File: config.mk
export PLATFORM = sky130hd
export DESIGN_NAME = timer_counter
export DESIGN_NICKNAME = d
export VERILOG_FILES = /design/src/logic/tmr_pkg.sv /design/src/logic/timer_counter.sv
export SDC_FILE = /design/constraint.sdc
export NUM_CORES = 1
export LEC_CHECK = 0
export BUFFER_PORTS_ARGS = -buffer_cell sky130_fd_sc_hd__buf_2
export CAP_MARGIN = 30
export CORE_MARGIN = 4
export CORE_UTILIZATION = 50
export CTS_CLUSTER_SIZE = 10
export DETAILED_ROUTE_END_ITERATION = 10
export GPL_TIMING_DRIVEN = 1
export PLACE_DENSITY = 0.81
export SYNTH_ARGS = -nofsm -noshare
export SYNTH_HDL_FRONTEND = slang
export SYNTH_SLANG_ARGS = --single-unit
export TNS_END_PERCENT = 20
File: constraint.sdc
create_clock -name ref_clk -period 4.2 [get_ports ref_clk]
set_clock_uncertainty 0.15 [all_clocks]
set_input_delay 1.26 -clock ref_clk [delete_from_list [all_inputs] [get_ports ref_clk]]
set_output_delay 1.26 -clock ref_clk [all_outputs]
set_load 0.1 [all_outputs]
File: src/logic/tmr_pkg.sv
// package: register map, field layout and bus carrier types of the 16-bit timer/counter
`default_nettype none
package tmr_pkg;
    // ****************************************
    // register byte offsets
    // ****************************************
    localparam logic [7:0] OFS_COUNT_LOW  = 8'h00;
    localparam logic [7:0] OFS_COUNT_HIGH = 8'h04;
    localparam logic [7:0] OFS_CONTROL    = 8'h08;
    localparam logic [7:0] OFS_STATUS     = 8'h0C;

    // ****************************************
    // counter_control fields
    // ****************************************
    localparam int CTL_WIDE      = 7;
    localparam int CTL_TBS_HI    = 6;
    localparam int CTL_PS_HI     = 5;
    localparam int CTL_PS_LO     = 4;
    localparam int CTL_TBS_LO    = 3;
    localparam int CTL_SYNC_OFF  = 2;
    localparam int CTL_CLK_SRC   = 1;
    localparam int CTL_RUN       = 0;

    // ****************************************
    // status register fields
    // ****************************************
    localparam int STS_OVF_FLAG  = 0;
    localparam int STS_OVF_IE    = 1;
    localparam int STS_AUX_OSC   = 2;

    // ****************************************
    // reset values and constants
    // ****************************************
    localparam logic [7:0]  CONTROL_RESET = 8'h00;
    localparam logic [15:0] COUNT_RESET   = 16'h0000;
    localparam logic [15:0] COUNT_ALL_ONE = 16'hFFFF;
    localparam logic [3:0]  MODE_SPECIAL  = 4'hB;
    localparam int          INSTR_DIV     = 4;

    // ****************************************
    // carriers
    // ****************************************
    typedef struct packed {
        logic       cyc;
        logic       stb;
        logic       we;
        logic [7:0] adr;
        logic [3:0] sel;
        logic [31:0] dat;
    } wb_req_type;

    typedef struct packed {
        logic [3:0] mode;
        logic       match;
    } cmp_trig_type;
endpackage
`default_nettype wire

File: src/logic/timer_counter.sv
// 16-bit timer/counter with prescaler, buffered wide access and compare trigger reset
// Contract
// RULE1: clock select zero counts one step per instruction cycle, a quarter of clock.
// RULE2: clock select one counts rising edges of external input or aux oscillator.
// RULE3: aux oscillator enabled forces both pins to inputs, port reads give zero.
// RULE4: wide access on makes high-byte address select the buffer register.
// RULE5: in wide mode each low-byte read copies live high byte into buffer.
// RULE6: in wide mode a low-byte write loads high byte from buffer together.
// RULE7: in wide mode the live high byte is reached only via the buffer.
// RULE8: high-byte write keeps the prescaler; low-byte write clears it.
// RULE9: aux oscillator is the source only when its enable and clock select set.
// RULE10: counter counts up from zero to all ones, wraps to zero as overflow.
// RULE11: overflow latches the flag; interrupt raised only when enable bit set.
// RULE12: assigned compare unit in special trigger mode resets counter on trigger.
// RULE13: the same trigger starts an analog conversion if converter is enabled.
// RULE14: software uses timer or synchronous counter mode for trigger resets.
// RULE15: compare value pair then acts as period, count runs zero to it.
// RULE16: software count write in same cycle as trigger wins, reset discarded.
// RULE17: trigger from second compare unit never sets the overflow flag.
// RULE18: prescale codes 00,01,10,11 divide source by 1,2,4,8.
// RULE19: external mode syncs input unless sync-off set; ignored in internal mode.
// RULE20: select 1x gives counter to both units, 01 second only, 00 none.
// RULE21: counter advances only while run bit set, otherwise holds its value.
//
// Design decisions made here: the placing of the registers and the Wishbone register port.
`timescale 1ns/1ps
`default_nettype none
module timer_counter
    import tmr_pkg::*;
#(
    parameter int unsigned CLK_PER_INSTR = INSTR_DIV
) (
    input  wire logic         ref_clk,
    input  wire logic         arst_n,
    input  wire wb_req_type   wb_req,
    output logic [31:0]       wb_dat_o,
    output logic              wb_ack_o,
    input  wire logic         ext_count_input,
    input  wire logic         aux_osc_in,
    input  wire cmp_trig_type cmp_unit1,
    input  wire cmp_trig_type cmp_unit2,
    input  wire logic         adc_enabled,
    input  wire logic [1:0]   port_direction,
    input  wire logic [1:0]   pin_level,
    output logic [1:0]        pin_dir_eff,
    output logic [1:0]        pin_read,
    output logic              adc_start,
    output logic              overflow_irq,
    output logic              unit1_uses_this,
    output logic              unit2_uses_this
);
    // an instruction cycle of zero clocks cannot be counted
    if (CLK_PER_INSTR < 1) begin : g_div_check
        $error("CLK_PER_INSTR must be at least 1");
    end

    // one divider bit is kept even when every clock is an instruction cycle
    localparam int DIV_W = (CLK_PER_INSTR > 1) ? $clog2(CLK_PER_INSTR) : 1;

    // ****************************************
    // state
    // ****************************************
    logic [15:0]      count;
    logic [7:0]       high_buf;
    logic [7:0]       control;
    logic             overflow_flag;
    logic             overflow_irq_enable;
    logic             aux_osc_enable;
    logic [2:0]       pre;
    logic [DIV_W-1:0] div;
    logic             sync1;
    logic             sync2;
    logic             sync3;
    logic             raw_q;
    logic             ack;
    logic [31:0]      rdata;

    // ****************************************
    // bus decode
    // ****************************************
    wire acc      = wb_req.cyc & wb_req.stb & ~ack;
    wire wr_ok    = acc & wb_req.we & wb_req.sel[0];
    wire rd_ok    = acc & ~wb_req.we;
    wire [7:0] wd = wb_req.dat[7:0];
    wire hit_low  = wb_req.adr == OFS_COUNT_LOW;
    wire hit_high = wb_req.adr == OFS_COUNT_HIGH;
    wire hit_ctl  = wb_req.adr == OFS_CONTROL;
    wire hit_sts  = wb_req.adr == OFS_STATUS;
    wire wide     = control[CTL_WIDE];
    wire wr_low   = wr_ok & hit_low;
    wire wr_high  = wr_ok & hit_high;
    wire rd_low   = rd_ok & hit_low;

    // ****************************************
    // count source
    // ****************************************
    wire clk_src  = control[CTL_CLK_SRC];
    wire sync_off = control[CTL_SYNC_OFF];
    wire run      = control[CTL_RUN];
    wire [1:0] ps = control[CTL_PS_HI:CTL_PS_LO];
    wire ext_src  = (aux_osc_enable & clk_src) ? aux_osc_in : ext_count_input; // [RULE9]
    wire instr_tick = div == DIV_W'(CLK_PER_INSTR - 1);
    // sync path adds latency but is the only one safe for trigger resets
    wire edge_sync = sync2 & ~sync3;
    wire edge_raw  = ext_src & ~raw_q;
    wire ext_tick  = sync_off ? edge_raw : edge_sync; // [RULE19]
    wire src_tick  = clk_src ? ext_tick : instr_tick; // [RULE1] [RULE2]

    function automatic logic [2:0] ps_mask(input logic [1:0] code);
        ps_mask = 3'((4'h1 << code) - 4'h1);
    endfunction

    wire [2:0] mask = ps_mask(ps);
    wire pre_full   = (pre & mask) == mask; // [RULE18]
    wire adv        = run & src_tick & pre_full; // [RULE21]

    // ****************************************
    // compare trigger
    // ****************************************
    wire tbs_hi = control[CTL_TBS_HI];
    wire tbs_lo = control[CTL_TBS_LO];
    assign unit1_uses_this = tbs_hi; // [RULE20]
    assign unit2_uses_this = tbs_hi | tbs_lo; // [RULE20]

    function automatic logic special(input cmp_trig_type u);
        special = u.match & (u.mode == MODE_SPECIAL);
    endfunction

    // works in any mode, but an unsynchronised source may race the reset
    wire trig = (unit1_uses_this & special(cmp_unit1))
              | (unit2_uses_this & special(cmp_unit2)); // [RULE12] [RULE15]
    wire cnt_wr = wr_low | (wr_high & ~wide);

    // ****************************************
    // next count
    // ****************************************
    logic [15:0] next_count;
    always_comb begin
        next_count = count;
        if (wr_low) begin
            next_count = {wide ? high_buf : count[15:8], wd}; // [RULE6]
        end else if (wr_high & ~wide) begin
            next_count = {wd, count[7:0]}; // [RULE7]
        end else if (trig) begin
            next_count = COUNT_RESET; // [RULE12] [RULE16]
        end else if (adv) begin
            next_count = count + 16'h0001; // [RULE10]
        end
    end

    // trigger resets load zero directly, so only a true wrap sets the flag
    wire wrap = adv & ~cnt_wr & ~trig & (count == COUNT_ALL_ONE); // [RULE10] [RULE17]
    wire ovf_clr = wr_ok & hit_sts & wd[STS_OVF_FLAG];

    // ****************************************
    // read mux
    // ****************************************
    wire [7:0] high_view = wide ? high_buf : count[15:8]; // [RULE4] [RULE7]
    wire [7:0] sts_view  = {5'h00, aux_osc_enable, overflow_irq_enable, overflow_flag};
    wire [7:0] rd_byte   = hit_low  ? count[7:0] :
                           hit_high ? high_view :
                           hit_ctl  ? control :
                           hit_sts  ? sts_view : 8'h00;

    // ****************************************
    // bus response
    // ****************************************
    always_ff @(posedge ref_clk or negedge arst_n) begin
        if (!arst_n) begin
            ack <= 1'b0;
        end else begin
            ack <= acc;
        end
    end

    // read data holds until the next read, so a slow master still sees it
    always_ff @(posedge ref_clk or negedge arst_n) begin
        if (!arst_n) begin
            rdata <= 32'h0000_0000;
        end else if (rd_ok) begin
            rdata <= {24'h00_0000, rd_byte};
        end
    end

    // ****************************************
    // counter and high-byte buffer
    // ****************************************
    always_ff @(posedge ref_clk or negedge arst_n) begin
        if (!arst_n) begin
            count <= COUNT_RESET;
        end else begin
            count <= next_count;
        end
    end

    // outside wide mode the buffer is idle and the high byte is live
    always_ff @(posedge ref_clk or negedge arst_n) begin
        if (!arst_n) begin
            high_buf <= 8'h00;
        end else if (rd_low & wide) begin
            high_buf <= count[15:8]; // [RULE5]
        end else if (wr_high & wide) begin
            high_buf <= wd; // [RULE4]
        end
    end

    // a control write leaves the prescaler alone; only a low-byte write restarts it
    always_ff @(posedge ref_clk or negedge arst_n) begin
        if (!arst_n) begin
            control <= CONTROL_RESET;
        end else if (wr_ok & hit_ctl) begin
            control <= wd;
        end
    end

    // ****************************************
    // status flags
    // ****************************************
    always_ff @(posedge ref_clk or negedge arst_n) begin
        if (!arst_n) begin
            overflow_flag <= 1'b0;
        end else begin
            // a wrap in the clearing cycle is kept
            overflow_flag <= wrap | (overflow_flag & ~ovf_clr); // [RULE11]
        end
    end

    always_ff @(posedge ref_clk or negedge arst_n) begin
        if (!arst_n) begin
            overflow_irq_enable <= 1'b0;
            aux_osc_enable      <= 1'b0;
        end else if (wr_ok & hit_sts) begin
            overflow_irq_enable <= wd[STS_OVF_IE];
            aux_osc_enable      <= wd[STS_AUX_OSC];
        end
    end

    // ****************************************
    // prescaler
    // ****************************************
    // ticks that arrive while stopped are dropped, not banked
    always_ff @(posedge ref_clk or negedge arst_n) begin
        if (!arst_n) begin
            pre <= 3'h0;
        end else if (wr_low) begin
            pre <= 3'h0; // [RULE8]
        end else if (run & src_tick) begin
            pre <= pre_full ? 3'h0 : pre + 3'h1; // [RULE18]
        end
    end

    // ****************************************
    // instruction divider
    // ****************************************
    always_ff @(posedge ref_clk or negedge arst_n) begin
        if (!arst_n) begin
            div <= '0;
        end else begin
            div <= instr_tick ? '0 : div + DIV_W'(1); // [RULE1]
        end
    end

    // ****************************************
    // external edge detection
    // ****************************************
    // only the last two stages feed the edge detector
    always_ff @(posedge ref_clk or negedge arst_n) begin
        if (!arst_n) begin
            sync1 <= 1'b0;
            sync2 <= 1'b0;
            sync3 <= 1'b0;
        end else begin
            sync1 <= ext_src;
            sync2 <= sync1;
            sync3 <= sync2;
        end
    end

    always_ff @(posedge ref_clk or negedge arst_n) begin
        if (!arst_n) begin
            raw_q <= 1'b0;
        end else begin
            raw_q <= ext_src;
        end
    end

    // ****************************************
    // conversion start
    // ****************************************
    always_ff @(posedge ref_clk or negedge arst_n) begin
        if (!arst_n) begin
            adc_start <= 1'b0;
        end else begin
            adc_start <= trig & adc_enabled; // [RULE13]
        end
    end

    // ****************************************
    // outputs
    // ****************************************
    assign wb_ack_o     = ack;
    assign wb_dat_o     = rdata;
    assign overflow_irq = overflow_flag & overflow_irq_enable; // [RULE11]
    assign pin_dir_eff  = aux_osc_enable ? 2'b11 : port_direction; // [RULE3]
    assign pin_read     = aux_osc_enable ? 2'b00 : pin_level; // [RULE3]
endmodule // timer_counter
`default_nettype wire

==> results of run 1 <==
-- per-stage QoR --
step	power, W	setup WS (ns)	cells
floorplan	0.000693	0.196	393
global placement	0.000717	0.526	491
detailed placement	0.000719	0.522	491
CTS	0.00102	0.859	499
global route	0.00104	0.724	499
finish	0.00102	0.842	499
-- cell families after synthesis --
group | synth area share
AOI/OAI and AO/OA | 0.183
xor gates and xnor gates | 0.00519
adders and majority gates | 0.0111
buffers and inverters | 0.0901
DFF | 0.393
muxes | 0.0779
other | 0.00111
and+or+nand+nor | 0.238
-- layout make-up --
type                            count  area, um^2  share of cell area
Clock buffer                        5        68.8              0.0184
Clock inverter                      3        25.0             0.00671
Multi-Input combinational cell    287        1840               0.494
Tap cell                           77        96.3              0.0258
Inverter                           12        45.0              0.0121
Sequential cell                    53        1330               0.355
Timing Repair Buffer               62         328              0.0879
-- state kept, by name, summed over array words and instances (netlist names), 2 cells and up --
| signal | cells |
|---|---|
| high_buf | 8 |
| pre | 3 |
| count | 16 |
| wb_dat_o | 8 |
| div | 2 |
| control | 8 |
-- power by group --
group	internal, W	switching, W
clock network	0.000121	0.000185
registers	0.000515	0.00000502
logic	0.0000304	0.000159
-- synth_stat cells (all sizes together) (4+ instances only) --
library cell,number
a211oi,8
a21oi,23
a22oi,8
and2,5
and3,6
buf,34
clkbuf,7
dfrtp,53
inv,12
mux2,12
mux2i,6
nand2,32
nand3,12
nor2,26
nor2b,5
nor3,14
nor4,14
o211ai,4
o21ai,19
o22ai,6
o31ai,4
or2,8
-- routing by layer --
metal	vias to the layer above	track usage	wire length (um)
li1	1426	-	-
met1	1461	0.284	3630
met2	180	0.349	4180
met3	25	0.0417	756
met4	0	0.0702	225
met5	-	0	0
-- worst paths after layout --
kind / startpoint / endpoint / slack (ns) / cells after the start
max in group asynchronous: arst_n / count[7]$_DFFE_PN0P_ / 2.24 / 2
max: wb_req[37] / count[0]$_DFFE_PN0P_ / 0.84 / 5
min reg2reg: sync2$_DFF_PN0_ / sync3$_DFF_PN0_ / 0.23 / 0
max reg2reg: control[6]$_DFFE_PN0P_ / count[9]$_DFFE_PN0P_ / 1.44 / 6
min: sync2$_DFF_PN0_ / sync3$_DFF_PN0_ / 0.23 / 0
min in group asynchronous: arst_n / adc_start$_DFF_PN0_ / 0.86 / 1
==> Implementation_results.wiki, run 1 <==
{| class="wikitable"
! Metric !! Value
|-
| Buf+Inv Stages, Crit Path || 1
|-
| Number of flops mapped to enable cells by yosys || 0
|-
| Most common cell after layout, fill and taps aside || buf_2
|-
| Clock Sinks || 53
|-
| Cell at the root of the clock tree || clkbuf_8
|-
| Average footprint of a synthesized cell || 9.12 um^2
|-
| Final core utilization || 0.578
|-
| Number of setup buffers added after CTS || 0
|-
| Total of flip-flops plus latches after synthesis || 53
|-
| Largest vdd supply drop || 0.000156 V
|-
| Routed length per placed instance || 17.6 um
|-
| Required time of the critical path || 4.26 ns
|-
| Cell Chain, Critical Path || buf_2 -> or4_1 -> or4_1 -> a31o_4 -> a221o_1
|-
| Non-Filler Cell Area, Final || 3730 um^2
|-
| Proportion of synthesized flip-flops having asynchronous set or reset || 1.00
|-
| Clock period minus final worst setup slack || 3.36 ns
|-
| Final hold violation count || 0
|-
| Crit-path most repeated cell || or4_1
|-
| Relative max-transition margin || 0.298
|-
| Placeable core region || around 6500 um^2
|-
| Startpoint-to-endpoint class of the critical path || in2reg
|-
| Cell area after synthesis || 3370 um^2
|-
| Category of the worst setup path launch point || input port
|-
| Count of cells resized by post-cts repair || 0
|-
| Number of violations of the max-capacitance limit || 0
|-
| Sequential element share of the synthesized area || 0.393
|-
| Post-detailed-placement half-perimeter wirelength || ~6.7 mm
|-
| Fraction of layout cells with a size suffix above 1 || 0.244
|-
| # hold bufs at CTS || 0
|-
| Filler Cells Inserted || 566
|-
| Via count || 3092
|-
| DR vias/cell || 6.20
|-
| Worst hold margin || roughly 0.23 ns
|-
| Count of buffers inserted at the top-level ports || 55
|-
| CP endpoint kind || flip-flop
|-
| Number of CTS-inserted buffers || 5
|-
| Post-Route WL || 8.80 mm
|-
| Die area || 8120 um^2
|-
| Overall track demand over capacity in global routing || 0.213
|-
| Upper clock frequency limit || about 300 MHz
|-
| # rows || 29
|-
| Clock transition at the register clock pins on the worst setup and hold paths after CTS || about 0.10 ns
|-
| Number of warning messages in the yosys log || 0
|-
| Slew of the pin with the lowest slew margin || between 1 and 1.5 ns
|-
| First-pass GRT wire length || 14.3 mm
|-
| RSZ-0062 raised after global routing || no
|-
| Drt pass-1 iters || 5
|-
| Largest stage delay, worst path || 0.71 ns
|-
| Synth top area cells || dfrtp_1 39%, buf_4 5.3%, mux2_2 4.0%, nand2_1 3.6%, a21oi_1 3.3%
|-
| Top-level I/O count || 107
|-
| Max FO, Critical Path || 15
|-
| Count of nets after finishing || 490
|-
| Post-synth top flop || dfrtp_1
|-
| Placed Instance Area || between 3000 and 4000 um^2
|-
| Die extent in y || 90.1 um
|-
| Buffer depth of the longest clock path || 2
|-
| Arr. time, crit path || 3.41 ns
|-
| Top library cells by usage in the layout, fill and taps aside || 55 x buf_2, 53 x dfrtp_1, 32 x nand2_1
|-
| TritonCTS clock tree || yes
|-
| Synth Instances || 370
|-
| Total leakage power || 1.79 nW
|-
| Final routed DRC violation total || 0
|-
| Clk_lat worst skew || around 0.31 ns
|-
| Synth unique cells || 64
|-
| Largest net degree at the start of global routing || 35
|-
| Count of antenna diodes in the layout || 0
|-
| Last weighted congestion value of the routability-driven placer || 0.975
|-
| DRT iter0 DRCs || 248
|-
| Aggregate negative setup slack || 0 ns
|-
| Die Wd || 90.1 um
|-
| Power per Cell Area || 272 nW/um^2
|-
| Max-slew violation total from the final report || 0
|-
| Run status || finished, final reports clean
|-
| Initial Util || 0.522
|-
| Number of global-route vias before repair || 2865
|-
| Slowest CP cell || or4_1
|-
| Layout overhead on the synthesized area || 10.6%
|-
| Share of the clock period used by the worst path || 0.799
|-
| Post-detailed-route count of antenna-violating nets || 0
|-
| Top cell family by delay on the critical path || simple AND/OR/NAND/NOR gates
|-
| HP Class || reg2reg
|-
| Total grt overflow || 0
|-
| Final setup vio count || 0
|-
| Initial antenna violation count || 0
|-
| H-tree depth reported by CTS || 2
|-
| Share of the synthesized area in the top cell type || 0.393
|-
| Cell accounting for the most synthesized area || dfrtp_1
|}
Power figures use the tool's default switching activity.
==> run 2: changes to the inputs <==
--- a/config.mk
+++ b/config.mk
@@ -5,6 +5,7 @@
 export SDC_FILE = /design/constraint.sdc
 export NUM_CORES = 1
 export LEC_CHECK = 0
+export ABC_AREA = 1
 export BUFFER_PORTS_ARGS = -buffer_cell sky130_fd_sc_hd__buf_2
 export CAP_MARGIN = 30
 export CORE_MARGIN = 4
@@ -12,7 +13,7 @@
 export CTS_CLUSTER_SIZE = 10
 export DETAILED_ROUTE_END_ITERATION = 10
 export GPL_TIMING_DRIVEN = 1
-export PLACE_DENSITY = 0.81
+export PLACE_DENSITY = 0.8
 export SYNTH_ARGS = -nofsm -noshare
 export SYNTH_HDL_FRONTEND = slang
 export SYNTH_SLANG_ARGS = --single-unit
==> constraint.sdc (replaced) <==
create_clock -name ref_clk -period 3.35 [get_ports ref_clk]
set_clock_uncertainty 0.15 [all_clocks]
set_input_delay 1.005 -clock ref_clk [delete_from_list [all_inputs] [get_ports ref_clk]]
set_output_delay 1.005 -clock ref_clk [all_outputs]
set_load 0.1 [all_outputs]
==> run 2 against run 1 <==
Die area up 4.9%. Wire length down 0.17%. Non-clock buffer count down 6. Clock-buffer cell count up 1. Critical path type is now in2out. Largest power group unchanged.
==> Implementation_results.wiki, run 2 <==
{| class="wikitable"
! Metric !! Value
|-
| DR vias/cell || slightly above 5
|-
| Buffer depth of the longest clock path || 2
|-
| Largest net degree at the start of global routing || 54
|-
| Total grt overflow || 0
|-
| Cell area after synthesis || between 3000 and 4000 um^2
|-
| Count of antenna diodes in the layout || 0
|-
| Top-level I/O count || 107
|-
| CP endpoint kind || output port
|-
| Routed length per placed instance || 13.8 um
|-
| Filler Cells Inserted || 686
|-
| Clock Sinks || 53
|-
| Last weighted congestion value of the routability-driven placer || 0.953
|-
| Count of buffers inserted at the top-level ports || between 50 and 60
|-
| Synth unique cells || 38
|-
| Worst hold margin || 0.243 ns
|-
| Number of cells in the design after placement || around 630
|-
| Fraction of layout cells with a size suffix above 1 || 0.214
|-
| Number of violations of the max-capacitance limit || 0
|-
| Final hold violation count || 0
|-
| Most used standard cells in the synthesized netlist || 154 x nand2_1, 53 x dfrtp_1, 47 x inv_1
|-
| RSZ-0062 raised after global routing || no
|-
| Most frequently used cell type in the post-synthesis netlist || nand2_1
|-
| Number of flip-flops under the largest register name || 16
|-
| Number of flops mapped to enable cells by yosys || 0
|-
| Max-slew violation total from the final report || 0
|-
| Share of the synthesized area in the top cell type || 0.373
|-
| Total leakage power || 2.05 nW
|-
| Synth top area cells || dfrtp_1 37%, nand2_1 16%, buf_4 5.5%, inv_1 5.0%, nor2_1 4.9%
|-
| Sequential element share of the synthesized area || 0.373
|-
| Power per Cell Area || 347 nW/um^2
|-
| Proportion of synthesized flip-flops having asynchronous set or reset || 1.00
|-
| Number of warning messages in the yosys log || 0
|-
| Max FO, Critical Path || 1
|-
| Overall track demand over capacity in global routing || 0.210
|-
| Number of setup buffers added after CTS || 0
|-
| Depth of the worst register-to-register path || 7
|-
| Die area || between 8000 and 9000 um^2
|-
| Placed Instance Area || 3780 um^2
|-
| Final setup vio count || 0
|-
| Reg with most FFs || count
|-
| Upper clock frequency limit || approximately 350 MHz
|-
| Slew of the pin with the lowest slew margin || 0.676 ns
|-
| H-tree depth reported by CTS || 2
|-
| HP Class || reg2reg
|-
| Count of nets after finishing || 606
|-
| Drt pass-1 iters || 6
|-
| First-pass GRT wire length || 14.3 mm
|-
| Number of global-route vias before repair || 3015
|-
| Die Wd || 92.3 um
|-
| Required time of the critical path || 2.19 ns
|-
| Via count || 3244
|-
| TritonCTS clock tree || yes
|-
| Post-detailed-placement half-perimeter wirelength || 6.82 mm
|-
| Relative max-transition margin || 0.550
|-
| Final core utilization || 0.566
|-
| Post-synth top flop || dfrtp_1
|-
| # hold bufs at CTS || 0
|-
| Final routed DRC violation total || 0
|-
| Clk_lat worst skew || 0.32 ns
|-
| Setup slack of the most critical reg-to-reg path || slightly below 0.9 ns
|-
| Category of the worst setup path launch point || input port
|-
| Placeable core region || 6830 um^2
|-
| Top library cells by usage in the layout, fill and taps aside || 154 x nand2_1, 55 x buf_2, 53 x dfrtp_1
|-
| Non-Filler Cell Area, Final || between 3000 and 4000 um^2
|-
| Most common cell after layout, fill and taps aside || nand2_1
|-
| Post-detailed-route count of antenna-violating nets || 0
|-
| # rows || 30
|-
| Startpoint-to-endpoint class of the critical path || in2out
|-
| Number of CTS-inserted buffers || 5
|-
| DRT iter0 DRCs || 169
|-
| Run status || finished, final reports clean
|-
| Initial Util || 0.520
|-
| Layout overhead on the synthesized area || 8.69%
|-
| Synth Instances || 487
|-
| Largest vdd supply drop || between 0.00015 and 0.0002 V
|-
| Share of the clock period used by the worst path || 0.841
|-
| Die extent in y || 92.3 um
|-
| Total of flip-flops plus latches after synthesis || 53
|-
| Arr. time, crit path || 1.66 ns
|-
| Average footprint of a synthesized cell || 7.30 um^2
|-
| Post-Route WL || 8.78 mm
|-
| Clock period minus final worst setup slack || ~2.8 ns
|-
| Clock transition at the register clock pins on the worst setup and hold paths after CTS || 0.10 ns
|-
| Cell at the root of the clock tree || clkbuf_8
|-
| Cell accounting for the most synthesized area || dfrtp_1
|-
| Count of non-filler cells in the finished layout || 634
|-
| Initial antenna violation count || 0
|-
| Worst Hold Depth || 0
|-
| Count of cells resized by post-cts repair || 0
|}
-- run 2: final timing paths --
check	startpoint	to
hold / removal	raw_q$_DFF_PN0_	sync2$_DFF_PN0_
min in group asynchronous	arst_n	wb_ack_o$_DFF_PN0_
setup / recovery	port_direction[0]	pin_dir_eff[0]
max in group asynchronous	arst_n	adc_start$_DFF_PN0_
hold reg to reg	raw_q$_DFF_PN0_	sync2$_DFF_PN0_
setup reg to reg	control[7]$_DFFE_PN0P_	count[10]$_DFFE_PN0P_
-- run 2: metal layers --
metal	global-route usage	share of wire	vias to the layer above
met3	0.0366	0.073	26
met4	0.0854	0.034	0
met2	0.346	0.47	148
met5	0	0	-
li1	-	-	1583
met1	0.274	0.42	1487
-- run 2: final cells by class --
cell class	instances	area [um^2]	share of cell area
clock inverters	2	13.8	0.00356
flip-flops and latches	53	1330	0.343
repair buffers	56	283	0.0732
multi-input cells	367	1840	0.477
well taps	96	120	0.0311
clock buffers	6	72.6	0.0188
inverters	54	205	0.0531
-- run 2: where the power goes --
group,switching [W],internal [W]
logic,0.000258,0.0000438
clock network,0.000222,0.000150
registers,0.0000142,0.000655
total,0.000494,0.000848
-- run 2: critical path, stage by stage --
cell and delay (ns):
buf_2 0.09, or2_2 0.27, buf_2 0.30
-- run 2: cells by family (layout without fill, tap and decap cells) --
kind of cell / count (synthesis) / in the layout / synth area share
buffers and inverters: 90 / 118 / 0.133
DFF: 53 / 53 / 0.373
other: 1 / 24 / 0.00105
AOI/OAI and AO/OA: 67 / 67 / 0.109
xor gates and xnor gates: 10 / 10 / 0.0246
and+or+nand+nor: 263 / 263 / 0.348
adders and majority gates: 3 / 3 / 0.0106
-- run 2: per-stage QoR --
step           power (W)  worst slack [ns]  setup TNS (ns)
6_report         0.00134             0.533               0
5_1_grt          0.00140             0.526               0
4_1_cts          0.00135             0.528               0
3_5_place_dp    0.000983             0.528               0
3_3_place_gp    0.000979             0.547               0
2_1_floorplan   0.000942           -0.0883         -0.0883
